--- src/core/iof_cmd_status_note.sv ---
// note on the status word layout; the logic lives in iof_cmd
// discards 31:24, queries 23:16, updates 15:8, saves 7:0
// each count wraps at 8 bits

--- src/core/iof_pkg.sv ---
// package of constants and types for the option-flags command block
package iof_pkg;

  // packet identifiers
  localparam logic [7:0] CMD_OPTIONS = 8'h35;
  localparam logic [7:0] RPT_OPTIONS = 8'h55;
  localparam logic [7:0] CMD_SUPER = 8'h8E;
  localparam logic [7:0] SUB_SAVE_CFG = 8'h26;

  // payload sizes
  localparam logic [2:0] LEN_QUERY = 3'h0;
  localparam logic [2:0] LEN_UPDATE = 3'h4;
  localparam logic [2:0] LEN_MAX = 3'h7;
  localparam logic [2:0] LAST_RPT_IDX = 3'h4;
  localparam int BYTE_W = 8;

  // register offsets and widths
  localparam int ADDR_W = 4;
  localparam logic [3:0] REG_OPTIONS = 4'h0;
  localparam logic [3:0] REG_STATUS = 4'h4;

  // option word: byte 0 in bits 7:0 up to byte 3 in bits 31:24
  localparam logic [31:0] OPT_DEFAULT = 32'h0201_0212;
  localparam logic [31:0] OPT_USED = 32'h031f_033f;

  typedef struct packed {
    logic [5:0] unused;
    logic smooth_code;
    logic raw_meas;
  } iof_aux_t;

  typedef struct packed {
    logic [2:0] unused;
    logic min_projection;
    logic sync_meas;
    logic on_request;
    logic next_second;
    logic utc_time;
  } iof_timing_t;

  typedef struct packed {
    logic [5:0] unused;
    logic local_east_north_up;
    logic earth_fixed_frame;
  } iof_vel_t;

  typedef struct packed {
    logic [1:0] unused;
    logic supp_fix;
    logic double_prec;
    logic alt_in_sea_level_height;
    logic alt_out_sea_level_height;
    logic geodetic_coordinates;
    logic cartesian_coordinates;
  } iof_pos_t;

  typedef struct packed {
    iof_aux_t aux;
    iof_timing_t timing;
    iof_vel_t vel;
    iof_pos_t pos;
  } iof_opts_t;

  // byte stream from and to the packet framer
  typedef struct packed {
    logic valid;
    logic first;
    logic last;
    logic [7:0] data;
  } iof_byte_t;

  typedef struct packed {
    logic [7:0] discards;
    logic [7:0] queries;
    logic [7:0] updates;
    logic [7:0] saves;
  } iof_count_t;

  typedef enum logic [1:0] {
    ST_INIT = 2'b00,
    ST_IDLE = 2'b01,
    ST_SEND = 2'b10
  } iof_state_t;

  typedef struct packed {
    iof_state_t st;
    iof_opts_t opts;
    logic [7:0] cmd;
    logic [2:0] cnt;
    logic [31:0] payload;
    logic [2:0] idx;
    iof_byte_t tx;
    logic rx_ready;
    logic save;
    logic [31:0] rdata;
    iof_count_t counts;
  } iof_regs_t;

  localparam iof_regs_t REGS_RESET = '{
    st: ST_INIT,
    opts: iof_opts_t'(OPT_DEFAULT),
    cmd: 8'h00,
    cnt: 3'h0,
    payload: 32'h0000_0000,
    idx: 3'h0,
    tx: '0,
    rx_ready: 1'b0,
    save: 1'b0,
    rdata: 32'h0000_0000,
    counts: '0
  };

endpackage : iof_pkg

--- src/core/iof_cmd.sv ---
// option-flags command interpreter with report generator and register port
//
// Strobed register access and the register addresses were chosen for this implementation.
`timescale 1ns/1ps
`default_nettype none

module iof_cmd (
  // clock and reset
  input wire logic mclk,
  input wire logic rstn,
  // command bytes from framer
  input wire iof_pkg::iof_byte_t rx,
  output logic rx_ready,
  // report bytes to framer
  output iof_pkg::iof_byte_t tx,
  input wire logic tx_ready,
  // nonvolatile store
  input wire logic nv_valid,
  input wire iof_pkg::iof_opts_t nv_opts,
  output logic nv_save,
  // option state to the navigation logic
  output iof_pkg::iof_opts_t opts,
  // register port
  input wire logic [iof_pkg::ADDR_W-1:0] reg_addr,
  input wire logic [31:0] reg_wdata,
  input wire logic reg_wr,
  input wire logic reg_rd,
  output logic [31:0] reg_rdata
);

  iof_pkg::iof_regs_t s_q;
  iof_pkg::iof_regs_t s_d;

  // ----------------------------------------------------------------
  // helpers
  // ----------------------------------------------------------------
  function automatic iof_pkg::iof_opts_t clean(input logic [31:0] v);
    clean = iof_pkg::iof_opts_t'(v & iof_pkg::OPT_USED);
  endfunction : clean

  function automatic logic [7:0] opt_byte(input logic [31:0] v,
                                          input logic [2:0] i);
    opt_byte = v[i[1:0]*iof_pkg::BYTE_W +: iof_pkg::BYTE_W];
  endfunction : opt_byte

  logic rx_take;
  logic end_opt;
  logic end_save;
  assign rx_take = rx.valid && s_q.rx_ready;

  // ----------------------------------------------------------------
  // next state
  // ----------------------------------------------------------------
  always_comb
  begin
    logic [7:0] cmd;
    logic [2:0] cnt;
    logic [31:0] pay;
    cmd = s_q.cmd;
    cnt = s_q.cnt;
    pay = s_q.payload;
    s_d = s_q;
    s_d.save = 1'b0;
    s_d.rdata = 32'h0000_0000;
    end_opt = 1'b0;
    end_save = 1'b0;

    // register port; packet updates below take priority
    if (reg_rd)
    begin
      unique case (reg_addr)
        iof_pkg::REG_OPTIONS: s_d.rdata = s_q.opts;
        iof_pkg::REG_STATUS: s_d.rdata = s_q.counts;
        default: s_d.rdata = 32'h0000_0000;
      endcase
    end
    if (reg_wr && reg_addr == iof_pkg::REG_OPTIONS)
      s_d.opts = clean(reg_wdata);

    // byte parser
    if (rx_take)
    begin
      if (rx.first)
      begin
        cmd = rx.data;
        cnt = iof_pkg::LEN_QUERY;
      end
      else
      begin
        if (cnt < iof_pkg::LEN_UPDATE)
          pay[cnt[1:0]*iof_pkg::BYTE_W +: iof_pkg::BYTE_W] = rx.data;
        if (cmd == iof_pkg::CMD_SUPER && cnt == iof_pkg::LEN_QUERY
            && rx.data == iof_pkg::SUB_SAVE_CFG && rx.last)
          end_save = 1'b1;
        if (cnt != iof_pkg::LEN_MAX)
          cnt = cnt + 3'h1;
      end
      if (rx.last && cmd == iof_pkg::CMD_OPTIONS)
        end_opt = 1'b1;
    end
    s_d.cmd = cmd;
    s_d.cnt = cnt;
    s_d.payload = pay;

    if (end_save)
    begin
      s_d.save = 1'b1;
      s_d.counts.saves = s_q.counts.saves + 8'h01;
    end

    if (end_opt)
    begin
      if (cnt == iof_pkg::LEN_QUERY)
      begin
        s_d.counts.queries = s_q.counts.queries + 8'h01;
      end
      else if (cnt == iof_pkg::LEN_UPDATE)
      begin
        s_d.opts = clean(pay);
        s_d.counts.updates = s_q.counts.updates + 8'h01;
      end
      else
        s_d.counts.discards = s_q.counts.discards + 8'h01;
    end

    unique case (s_q.st)
      iof_pkg::ST_INIT:
      begin
        if (nv_valid)
          s_d.opts = clean(nv_opts);
        s_d.st = iof_pkg::ST_IDLE;
        s_d.rx_ready = 1'b1;
      end
      iof_pkg::ST_IDLE:
      begin
        if (end_opt && (cnt == iof_pkg::LEN_QUERY
                        || cnt == iof_pkg::LEN_UPDATE))
        begin
          s_d.st = iof_pkg::ST_SEND;
          s_d.rx_ready = 1'b0;
          s_d.idx = 3'h0;
          s_d.tx = '{valid: 1'b1, first: 1'b1, last: 1'b0,
                     data: iof_pkg::RPT_OPTIONS};
        end
      end
      iof_pkg::ST_SEND:
      begin
        if (tx_ready)
        begin
          if (s_q.idx == iof_pkg::LAST_RPT_IDX)
          begin
            s_d.tx = '0;
            s_d.st = iof_pkg::ST_IDLE;
            s_d.rx_ready = 1'b1;
          end
          else
          begin
            s_d.idx = s_q.idx + 3'h1;
            s_d.tx.first = 1'b0;
            s_d.tx.last = (s_q.idx + 3'h1) == iof_pkg::LAST_RPT_IDX;
            s_d.tx.data = opt_byte(s_q.opts, s_q.idx);
          end
        end
      end
      default:
      begin
        s_d = iof_pkg::REGS_RESET;
      end
    endcase
  end

  // ----------------------------------------------------------------
  // state register
  // ----------------------------------------------------------------
  always_ff @(posedge mclk)
  begin
    if (!rstn)
      s_q <= iof_pkg::REGS_RESET;
    else
      s_q <= s_d;
  end

  assign rx_ready = s_q.rx_ready;
  assign tx = s_q.tx;
  assign nv_save = s_q.save;
  assign opts = s_q.opts;
  assign reg_rdata = s_q.rdata;

  // ----------------------------------------------------------------
  // checks
  // ----------------------------------------------------------------
  chk_query_keeps_opts: assert property (
    @(posedge mclk) disable iff (!rstn)
    end_opt && rx.first
      && !(reg_wr && reg_addr == iof_pkg::REG_OPTIONS)
      && s_q.st == iof_pkg::ST_IDLE
    |=> $stable(opts))
    else $error("query changed options");

  chk_update_loads_opts: assert property (
    @(posedge mclk) disable iff (!rstn)
    rx_take && rx.last && !rx.first && s_q.cmd == iof_pkg::CMD_OPTIONS
      && s_q.cnt == 3'h3 && s_q.st == iof_pkg::ST_IDLE
    |=> opts[31:24] == ($past(rx.data) & iof_pkg::OPT_USED[31:24])
        && opts[23:0] == ($past(s_q.payload[23:0])
                          & iof_pkg::OPT_USED[23:0]))
    else $error("update did not load options");

  chk_report_follows: assert property (
    @(posedge mclk) disable iff (!rstn)
    end_opt && s_q.st == iof_pkg::ST_IDLE
      && (s_d.cnt == iof_pkg::LEN_QUERY || s_d.cnt == iof_pkg::LEN_UPDATE)
    |=> tx.valid && tx.first && tx.data == iof_pkg::RPT_OPTIONS
        && !rx_ready)
    else $error("no report after option command");

  chk_report_last_byte: assert property (
    @(posedge mclk) disable iff (!rstn)
    tx.valid && tx.last && tx_ready |=> !tx.valid && rx_ready)
    else $error("report did not end cleanly");

  chk_save_pulse: assert property (
    @(posedge mclk) disable iff (!rstn)
    nv_save |=> !nv_save)
    else $error("save pulse longer than one cycle");

  chk_unused_zero: assert property (
    @(posedge mclk) disable iff (!rstn)
    (opts & ~iof_pkg::OPT_USED) == 32'h0000_0000)
    else $error("unused option bits set");

  chk_bad_len_kept: assert property (
    @(posedge mclk) disable iff (!rstn)
    end_opt && s_d.cnt != iof_pkg::LEN_QUERY
      && s_d.cnt != iof_pkg::LEN_UPDATE
      && !(reg_wr && reg_addr == iof_pkg::REG_OPTIONS)
      && s_q.st == iof_pkg::ST_IDLE
    |=> $stable(opts) && !tx.valid)
    else $error("bad length altered options");

  chk_reset_default: assert property (
    @(posedge mclk)
    !rstn |=> opts == iof_pkg::OPT_DEFAULT && !tx.valid && !rx_ready)
    else $error("reset did not load defaults");

  chk_init_stored: assert property (
    @(posedge mclk) disable iff (!rstn)
    s_q.st == iof_pkg::ST_INIT && nv_valid
    |=> opts == ($past(nv_opts) & iof_pkg::OPT_USED))
    else $error("stored options not loaded");

  chk_init_default: assert property (
    @(posedge mclk) disable iff (!rstn)
    s_q.st == iof_pkg::ST_INIT && !nv_valid && !reg_wr
    |=> opts == iof_pkg::OPT_DEFAULT)
    else $error("defaults lost without stored options");

  // ----------------------------------------------------------------
  // report stream checks
  // ----------------------------------------------------------------
  chk_report_advance: assert property (
    @(posedge mclk) disable iff (!rstn)
    tx.valid && tx_ready && !tx.last
    |=> tx.valid && !tx.first && !rx_ready)
    else $error("report stopped early");

  chk_report_holds: assert property (
    @(posedge mclk) disable iff (!rstn)
    tx.valid && !tx_ready |=> $stable(tx))
    else $error("report byte changed while stalled");

  chk_report_first_data: assert property (
    @(posedge mclk) disable iff (!rstn)
    tx.valid && tx.first && tx_ready
    |=> tx.data == $past(opts[7:0]))
    else $error("report byte 0 wrong");

  chk_busy_refuses: assert property (
    @(posedge mclk) disable iff (!rstn)
    tx.valid |-> !rx_ready)
    else $error("command bytes taken during report");

  chk_save_follows: assert property (
    @(posedge mclk) disable iff (!rstn)
    end_save |=> nv_save)
    else $error("save command gave no save pulse");

  // ----------------------------------------------------------------
  // register and counter checks
  // ----------------------------------------------------------------
  chk_write_masked: assert property (
    @(posedge mclk) disable iff (!rstn)
    reg_wr && reg_addr == iof_pkg::REG_OPTIONS && !rx_take
      && s_q.st != iof_pkg::ST_INIT
    |=> opts == ($past(reg_wdata) & iof_pkg::OPT_USED))
    else $error("option write not masked");

  chk_read_back: assert property (
    @(posedge mclk) disable iff (!rstn)
    reg_rd && reg_addr == iof_pkg::REG_OPTIONS
    |=> reg_rdata == $past(opts))
    else $error("option read back wrong");

  chk_query_counted: assert property (
    @(posedge mclk) disable iff (!rstn)
    end_opt && s_d.cnt == iof_pkg::LEN_QUERY
    |=> s_q.counts.queries == $past(s_q.counts.queries) + 8'h01)
    else $error("query not counted");

  chk_update_counted: assert property (
    @(posedge mclk) disable iff (!rstn)
    end_opt && s_d.cnt == iof_pkg::LEN_UPDATE
    |=> s_q.counts.updates == $past(s_q.counts.updates) + 8'h01)
    else $error("update not counted");

  chk_discard_counted: assert property (
    @(posedge mclk) disable iff (!rstn)
    end_opt && s_d.cnt != iof_pkg::LEN_QUERY
      && s_d.cnt != iof_pkg::LEN_UPDATE
    |=> s_q.counts.discards == $past(s_q.counts.discards) + 8'h01)
    else $error("discarded command not counted");

endmodule : iof_cmd

`default_nettype wire

--- config.mk ---
export PLATFORM = sky130hd
export DESIGN_NAME = iof_cmd
export DESIGN_NICKNAME = d
export VERILOG_FILES = /design/src/core/iof_cmd_status_note.sv /design/src/core/iof_pkg.sv /design/src/core/iof_cmd.sv
export SDC_FILE = /design/constraint.sdc
export NUM_CORES = 1
export LEC_CHECK = 0
export ABC_AREA = 1
export BUFFER_PORTS_ARGS = -buffer_cell sky130_fd_sc_hd__buf_4
export CELL_PAD_IN_SITES_DETAIL_PLACEMENT = 0
export CELL_PAD_IN_SITES_GLOBAL_PLACEMENT = 2
export CORE_MARGIN = 3
export CORE_UTILIZATION = 30
export CTS_CLUSTER_SIZE = 28
export DETAILED_ROUTE_END_ITERATION = 8
export PLACE_DENSITY = 0.8
export SLEW_MARGIN = 15
export SYNTH_ARGS = -nofsm -noshare
export SYNTH_HDL_FRONTEND = slang
export SYNTH_SLANG_ARGS = --single-unit
--- constraint.sdc ---
create_clock -name mclk -period 2.7 [get_ports mclk]
set_input_delay 0.135 -clock mclk [delete_from_list [all_inputs] [get_ports mclk]]
set_output_delay 0.135 -clock mclk [all_outputs]
set_load 0.02 [all_outputs]
# Yosys cells after proc, flatten, opt, wreduce, memory -nomap -nowiden
# Index checks and enable logic that the tools add are counted.
# W data, S select, Z words.
word_totals:
  register_bits: 157
  input_bits: 85
  output_inout_bits: 77
  word_cells: 123
op_classes:
  add_sub_neg: 7
  order_cmp: 1
  n_eq_ne: 14
  shifts: 3
  mux: 34
  bitwise_logic: 4
  reduce_logical: 24
op_table:
  columns: ["op", "n"]
  rows:
  - ["$mux W32", 5]
  - ["$pmux W32 S2", 2]
  - ["$mux W26", 3]
  - ["$pmux W14 S3", 1]
  - ["$neg A5 Y34", 1]
  - ["$shift A8 B34 Y32 const A", 1]
  - ["$shiftx A8 B34 Y32", 1]
  - ["$add A8 B1 Y8 const B", 4]
  - ["$bwmux W32", 1]
  - ["$shiftx A32 B6 Y8", 1]
  - ["$mux W15", 2]
  - ["$reduce_and A3 Y1", 6]
  - ["$eq A8 B6 Y1 const B", 2]
  - ["$mux W8", 2]
  - ["$mux W3", 4]
  - ["$eq A3 B3 Y1 const B", 3]
  - ["$mux W9", 1]
  - ["$eq A8 B8 Y1 const B", 1]
  - ["$mux W1", 8]
  - ["$ne A2 B2 Y1 const B", 4]
  - ["$reduce_and A4 Y1", 2]
  - ["$logic_and A1 B1 Y1", 7]
  - ["$add A3 B1 Y3 const B", 2]
  - ["$logic_not A3 Y1", 2]
  - ["15 further kinds", 21]

# Longest topological paths before layout
depth:
  depth_word: 11
  ltp_mapped: 15
  mapped_depth_nobuf: 14

# Worst setup path after synthesis
# OpenSTA, ideal clock, no wires.
synth_timing:
  path_type: "register to register"
  from: "register s_q[112] (netlist name)"
  to: "register s_q (netlist bit opts[16])"
  setup_ns: 0.131
  arrival_ns: 1.949
  t_required_ns: 2.569
  slack_ns: 0.619
  stages_incl_launch_ff: 14
  path_buffers: 1
  period_less_slack_ns: 2.081
  path_cell_list: "dfxtp_1 > inv_1 > ha_1 > inv_1 > nand2_1 > nand3_1 > nand2_1 > nor2_4 > nand2_4 > nor2_8 > buf_4 > nand2_1 > nand3_1 > nand3_1"
synth_between:
  elab_chain_len: 11
synth_lines:
  columns: ["item", "line_no", "text"]
  rows:
  - ["from (decl)", "iof_cmd.sv:31", "iof_pkg::iof_regs_t s_q;"]
  - ["from (signal assigned)", "iof_cmd.sv:178", "s_q <= iof_pkg::REGS_RESET;"]
  - ["$neg A5 Y34", "iof_cmd.sv:91", "pay[cnt[1:0]*iof_pkg::BYTE_W +: iof_pkg::BYTE_W] = rx.data;"]
  - ["$shiftx A8 B34 Y32 / $shift A8 B34 Y32 (equally long branches)", "iof_cmd.sv:91", null]
  - ["$bwmux W32", "iof_cmd.sv:91", null]
  - ["$mux W26", "iof_cmd.sv:90", "if (cnt < iof_pkg::LEN_UPDATE)"]
  - ["$mux W26", "iof_cmd.sv:83", "if (rx.first)"]
  - ["$mux W26", "iof_cmd.sv:81", "if (rx_take)"]
  - ["$mux W32", "iof_cmd.sv:117", "else if (cnt == iof_pkg::LEN_UPDATE)"]
  - ["$mux W32 *", "iof_cmd.sv:113", "if (cnt == iof_pkg::LEN_QUERY)"]
  - ["$mux W32 *", "iof_cmd.sv:111", "if (end_opt)"]
  - ["$mux W32", "iof_cmd.sv:129", "if (nv_valid)"]
  - ["$pmux W32 S2 *", "iof_cmd.sv:126", "unique case (s_q.st)"]
# Every way passes the cells marked *; elsewhere a longest branch is shown, timed or not.
# A chain may end at the register's enable or synchronous reset.

# Worst setup path in the final report
layout_timing:
  from: "register s_q[113] (netlist name)"
  to: "register s_q (netlist bit opts[7])"
layout_between:
  elab_chain_len: 10
layout_lines:
  columns: ["item", "line_no", "text"]
  rows:
  - ["$add A3 B1 Y3 / $ne A3 B3 Y1 (equally long branches)", "iof_cmd.sv:96, iof_cmd.sv:95", null]
  - ["$mux W3", "iof_cmd.sv:95", "if (cnt != iof_pkg::LEN_MAX)"]
  - ["$mux W3", "iof_cmd.sv:83", null]
  - ["$mux W3 *", "iof_cmd.sv:81", null]
  - ["$eq A3 B3 Y1", "iof_cmd.sv:117", null]
  - ["$mux W32", "iof_cmd.sv:117", null]
  - ["$mux W32 *", "iof_cmd.sv:113", null]
  - ["$mux W32 *", "iof_cmd.sv:111", null]
  - ["$mux W32", "iof_cmd.sv:129", null]
  - ["$pmux W32 S2 *", "iof_cmd.sv:126", null]
# Marks and branches as above.

==> run metrics <==
switch share=39.17%; Mapped Cells=1154; Final Worst Setup Slack=0.4208 ns; WP data arrival=2.59 ns; Fin Hold WS=0.02632 ns; Netlist Area Pre-Place=7772 um^2; Max-cap violations=0; Least-Margin Pin Slew=0.6382 ns; clk sinks=140; pre-CTS setup slack=0.4054 ns; Yosys warnings=0; Async S/R FF share, synth=0%; RSZ-0062 raised after global routing=no; clock power share=33.5%; Final setup viols=0; HPWL after detailed placement=18310 um; Primary FF master, synth=dfxtp_1; H-tree levels=4; Final #Nets=1313; antenna violations before repair=0; Die ar.=27880 um^2; hold crit path type=in -> reg; Buffers on Ports=127; cell internal pwr=0.004232 W; Post-CTS Resized=0; Yosys reg bits=140; die height=167.0 um; Cell Area, Placed=8526 um^2; sum of negative setup slack=0 ns; slowest CP cell=dfxtp_1; row cnt=58; commonest non-fill, non-tap cells in the layout=nand2_1, inv_1, buf_4; CP Capture Type=flip-flop; skew final=0.01795 ns; worst reg2reg setup slack=0.42 ns; P_sw=0.002724 W; Pleak=3.967 nW; Residual DRC=0; CP Class=reg -> reg; Floorplan Core Area=25330 um^2; CTS Buf Count=17; share of post-route cells with drive strength above 1=16.42%; WL/cell=15.74 um; # diodes=0; Worst EP required=3.01 ns; CTS tree=done; post-synth cell types=35; Reg power frac=34.2%; average size of a mapped cell=6.735 um^2; status=completed; largest stage delay on the critical path=0.40 ns; sequential share of the synthesized area=36.06%; Clock Path Buffers=2; Starting Density=30.69%; commonest non-fill, non-tap cell in the layout=nand2_1; vias in the first global route=6958; Cell Chain, Critical Path=inv_1 -> ha_1 -> inv_1 -> nand2_1 -> nand3_1 -> nand2_1 -> nor2_4 -> nand2_4 -> nor2_8 -> buf_4 -> nor3_1; first-pass GRT wire length=38720 um; power density over cell area=757.8 nW/um^2; starting DRC count in detailed routing=317; area growth from synthesis to layout=18.09%; Tcrit/Tclk final=84.41%; final hold vios=0; die width=167.0 um; EDFF count, synth=0; remaining antenna violation count=0; Layout fillers=2858; total number of vias=7194; Slew HR=57.33%; clk slew on worst S/H paths=0.07 ns; fin crit period=2.279 ns; Max VDD drop=0.0003821 V; clock root cell=clkbuf_16; fmax=0.4388 GHz; critical path peak fanout=20; Final Slew Violations=0; Detailed Route WL=24460 um; syn nets=1256; GRT overflow=0; io pins=162; Avg Vias per Cell=4.629; startpoint types=flip-flop; final instance area=9179 um^2; Worst-Skew Late Latency=0.44 ns; largest net degree at the start of global routing=43; Pre-Repair DR Iteration Count=5; overall routing resource usage=17.60%; Comb pwr share=32.3%; routability cong.=0.8485
## what timing repair did
action	4_1_cts	5_1_grt
hold endpoints to repair	9	0
setup endpoints to repair	0	0
hold buffers	8	0
buffers inserted	0	0
## metal layers
layer	part of all wire (%)	track usage, %	vias to the layer above
li1	-	-	3723
met1	48	23.85	3318
met2	47	28.97	139
met3	4.3	3.418	14
met4	1.2	4.304	0
met5	0	0	-
## metrics by stage
stage | util [%] | total power (W) | cells
finish | 36.24 | 0.006956 | 1554
global route | 36.24 | 0.007403 | 1554
CTS | 36.24 | 0.007031 | 1554
detailed placement | 33.66 | 0.004665 | 1514
global placement | 33.66 | 0.004669 | 1514
floorplan | - | 0.003983 | 1154
## flip-flops by register name, indices dropped and copies added, names as in the netlist
signal	flops
nv_save	1
rx_ready	1
reg_rdata	32
s_q	63
opts	32
tx	11
## worst paths after layout
| check | startpoint | to | cells after the start |
|---|---|---|---|
| min | nv_opts[1] | opts[1]$_SDFF_PN1_ | 5 |
| max reg2reg | s_q[113]$_SDFF_PN0_ | opts[7]$_SDFF_PN0_ | 11 |
| max | s_q[113]$_SDFF_PN0_ | opts[7]$_SDFF_PN0_ | 11 |
| min reg2reg | tx[10]$_SDFFE_PN0P_ | tx[10]$_SDFFE_PN0P_ | 2 |
## power by group through the flow
stage	Clock (W)	Combinational (W)	Sequential, W
floorplan	0	0.00161	0.00238
global route	0.00248	0.00253	0.00240
detailed placement	0	0.00224	0.00242
finish	0.00233	0.00224	0.00238
global placement	0	0.00224	0.00243
CTS	0.00240	0.00226	0.00238
## cell families (layout without fill, tap and decap cells)
family / Yosys count / in the layout / share of synthesized area, %
AO/OA/AOI/OAI: 171 / 171 / 12.09
XOR/XNOR: 13 / 13 / 1.465
adder cells (fa/ha/maj): 17 / 17 / 2.737
buffers and inverters: 315 / 385 / 19.43
flip-flops: 140 / 140 / 36.06
AND/OR/NAND/NOR: 498 / 498 / 28.22
## worst max-delay path: cells and delay by family, from the launching register on
family	cells	cell delay [ns]
flip-flops	1	0.40
AND/OR/NAND/NOR	7	0.90
adder cells (fa/ha/maj)	1	0.35
buffers and inverters	3	0.51
## synthesized netlist by cell type (6+ instances only)
cell type / number / share of area (%)
inv_1: 190 / 9.2
o22ai_1: 32 / 2.6
nor2_1: 116 / 5.6
nand4_1: 32 / 2.6
a211oi_1: 9 / 0.87
nor3_1: 34 / 2.2
o211ai_1: 6 / 0.58
o21ai_0: 57 / 3.7
buf_4: 77 / 7.4
dfxtp_1: 140 / 36
ha_1: 17 / 2.7
xor2_1: 12 / 1.4
clkbuf_1: 31 / 1.5
a21oi_1: 63 / 4.1
nand3_1: 71 / 4.6
nand2_1: 222 / 11
## area by class of cell
type,count,area (um^2),share of cell area [%]
Multi-Input combinational cell,699,3462,37.72
Tap cell,330,412.9,4.498
Timing Repair Buffer,154,1176,12.81
Clock buffer,17,425.4,4.635
Sequential cell,140,2803,30.53
Clock inverter,15,147.6,1.609
Inverter,199,752.0,8.192
Note: power is estimated with default switching activity, not from simulation.
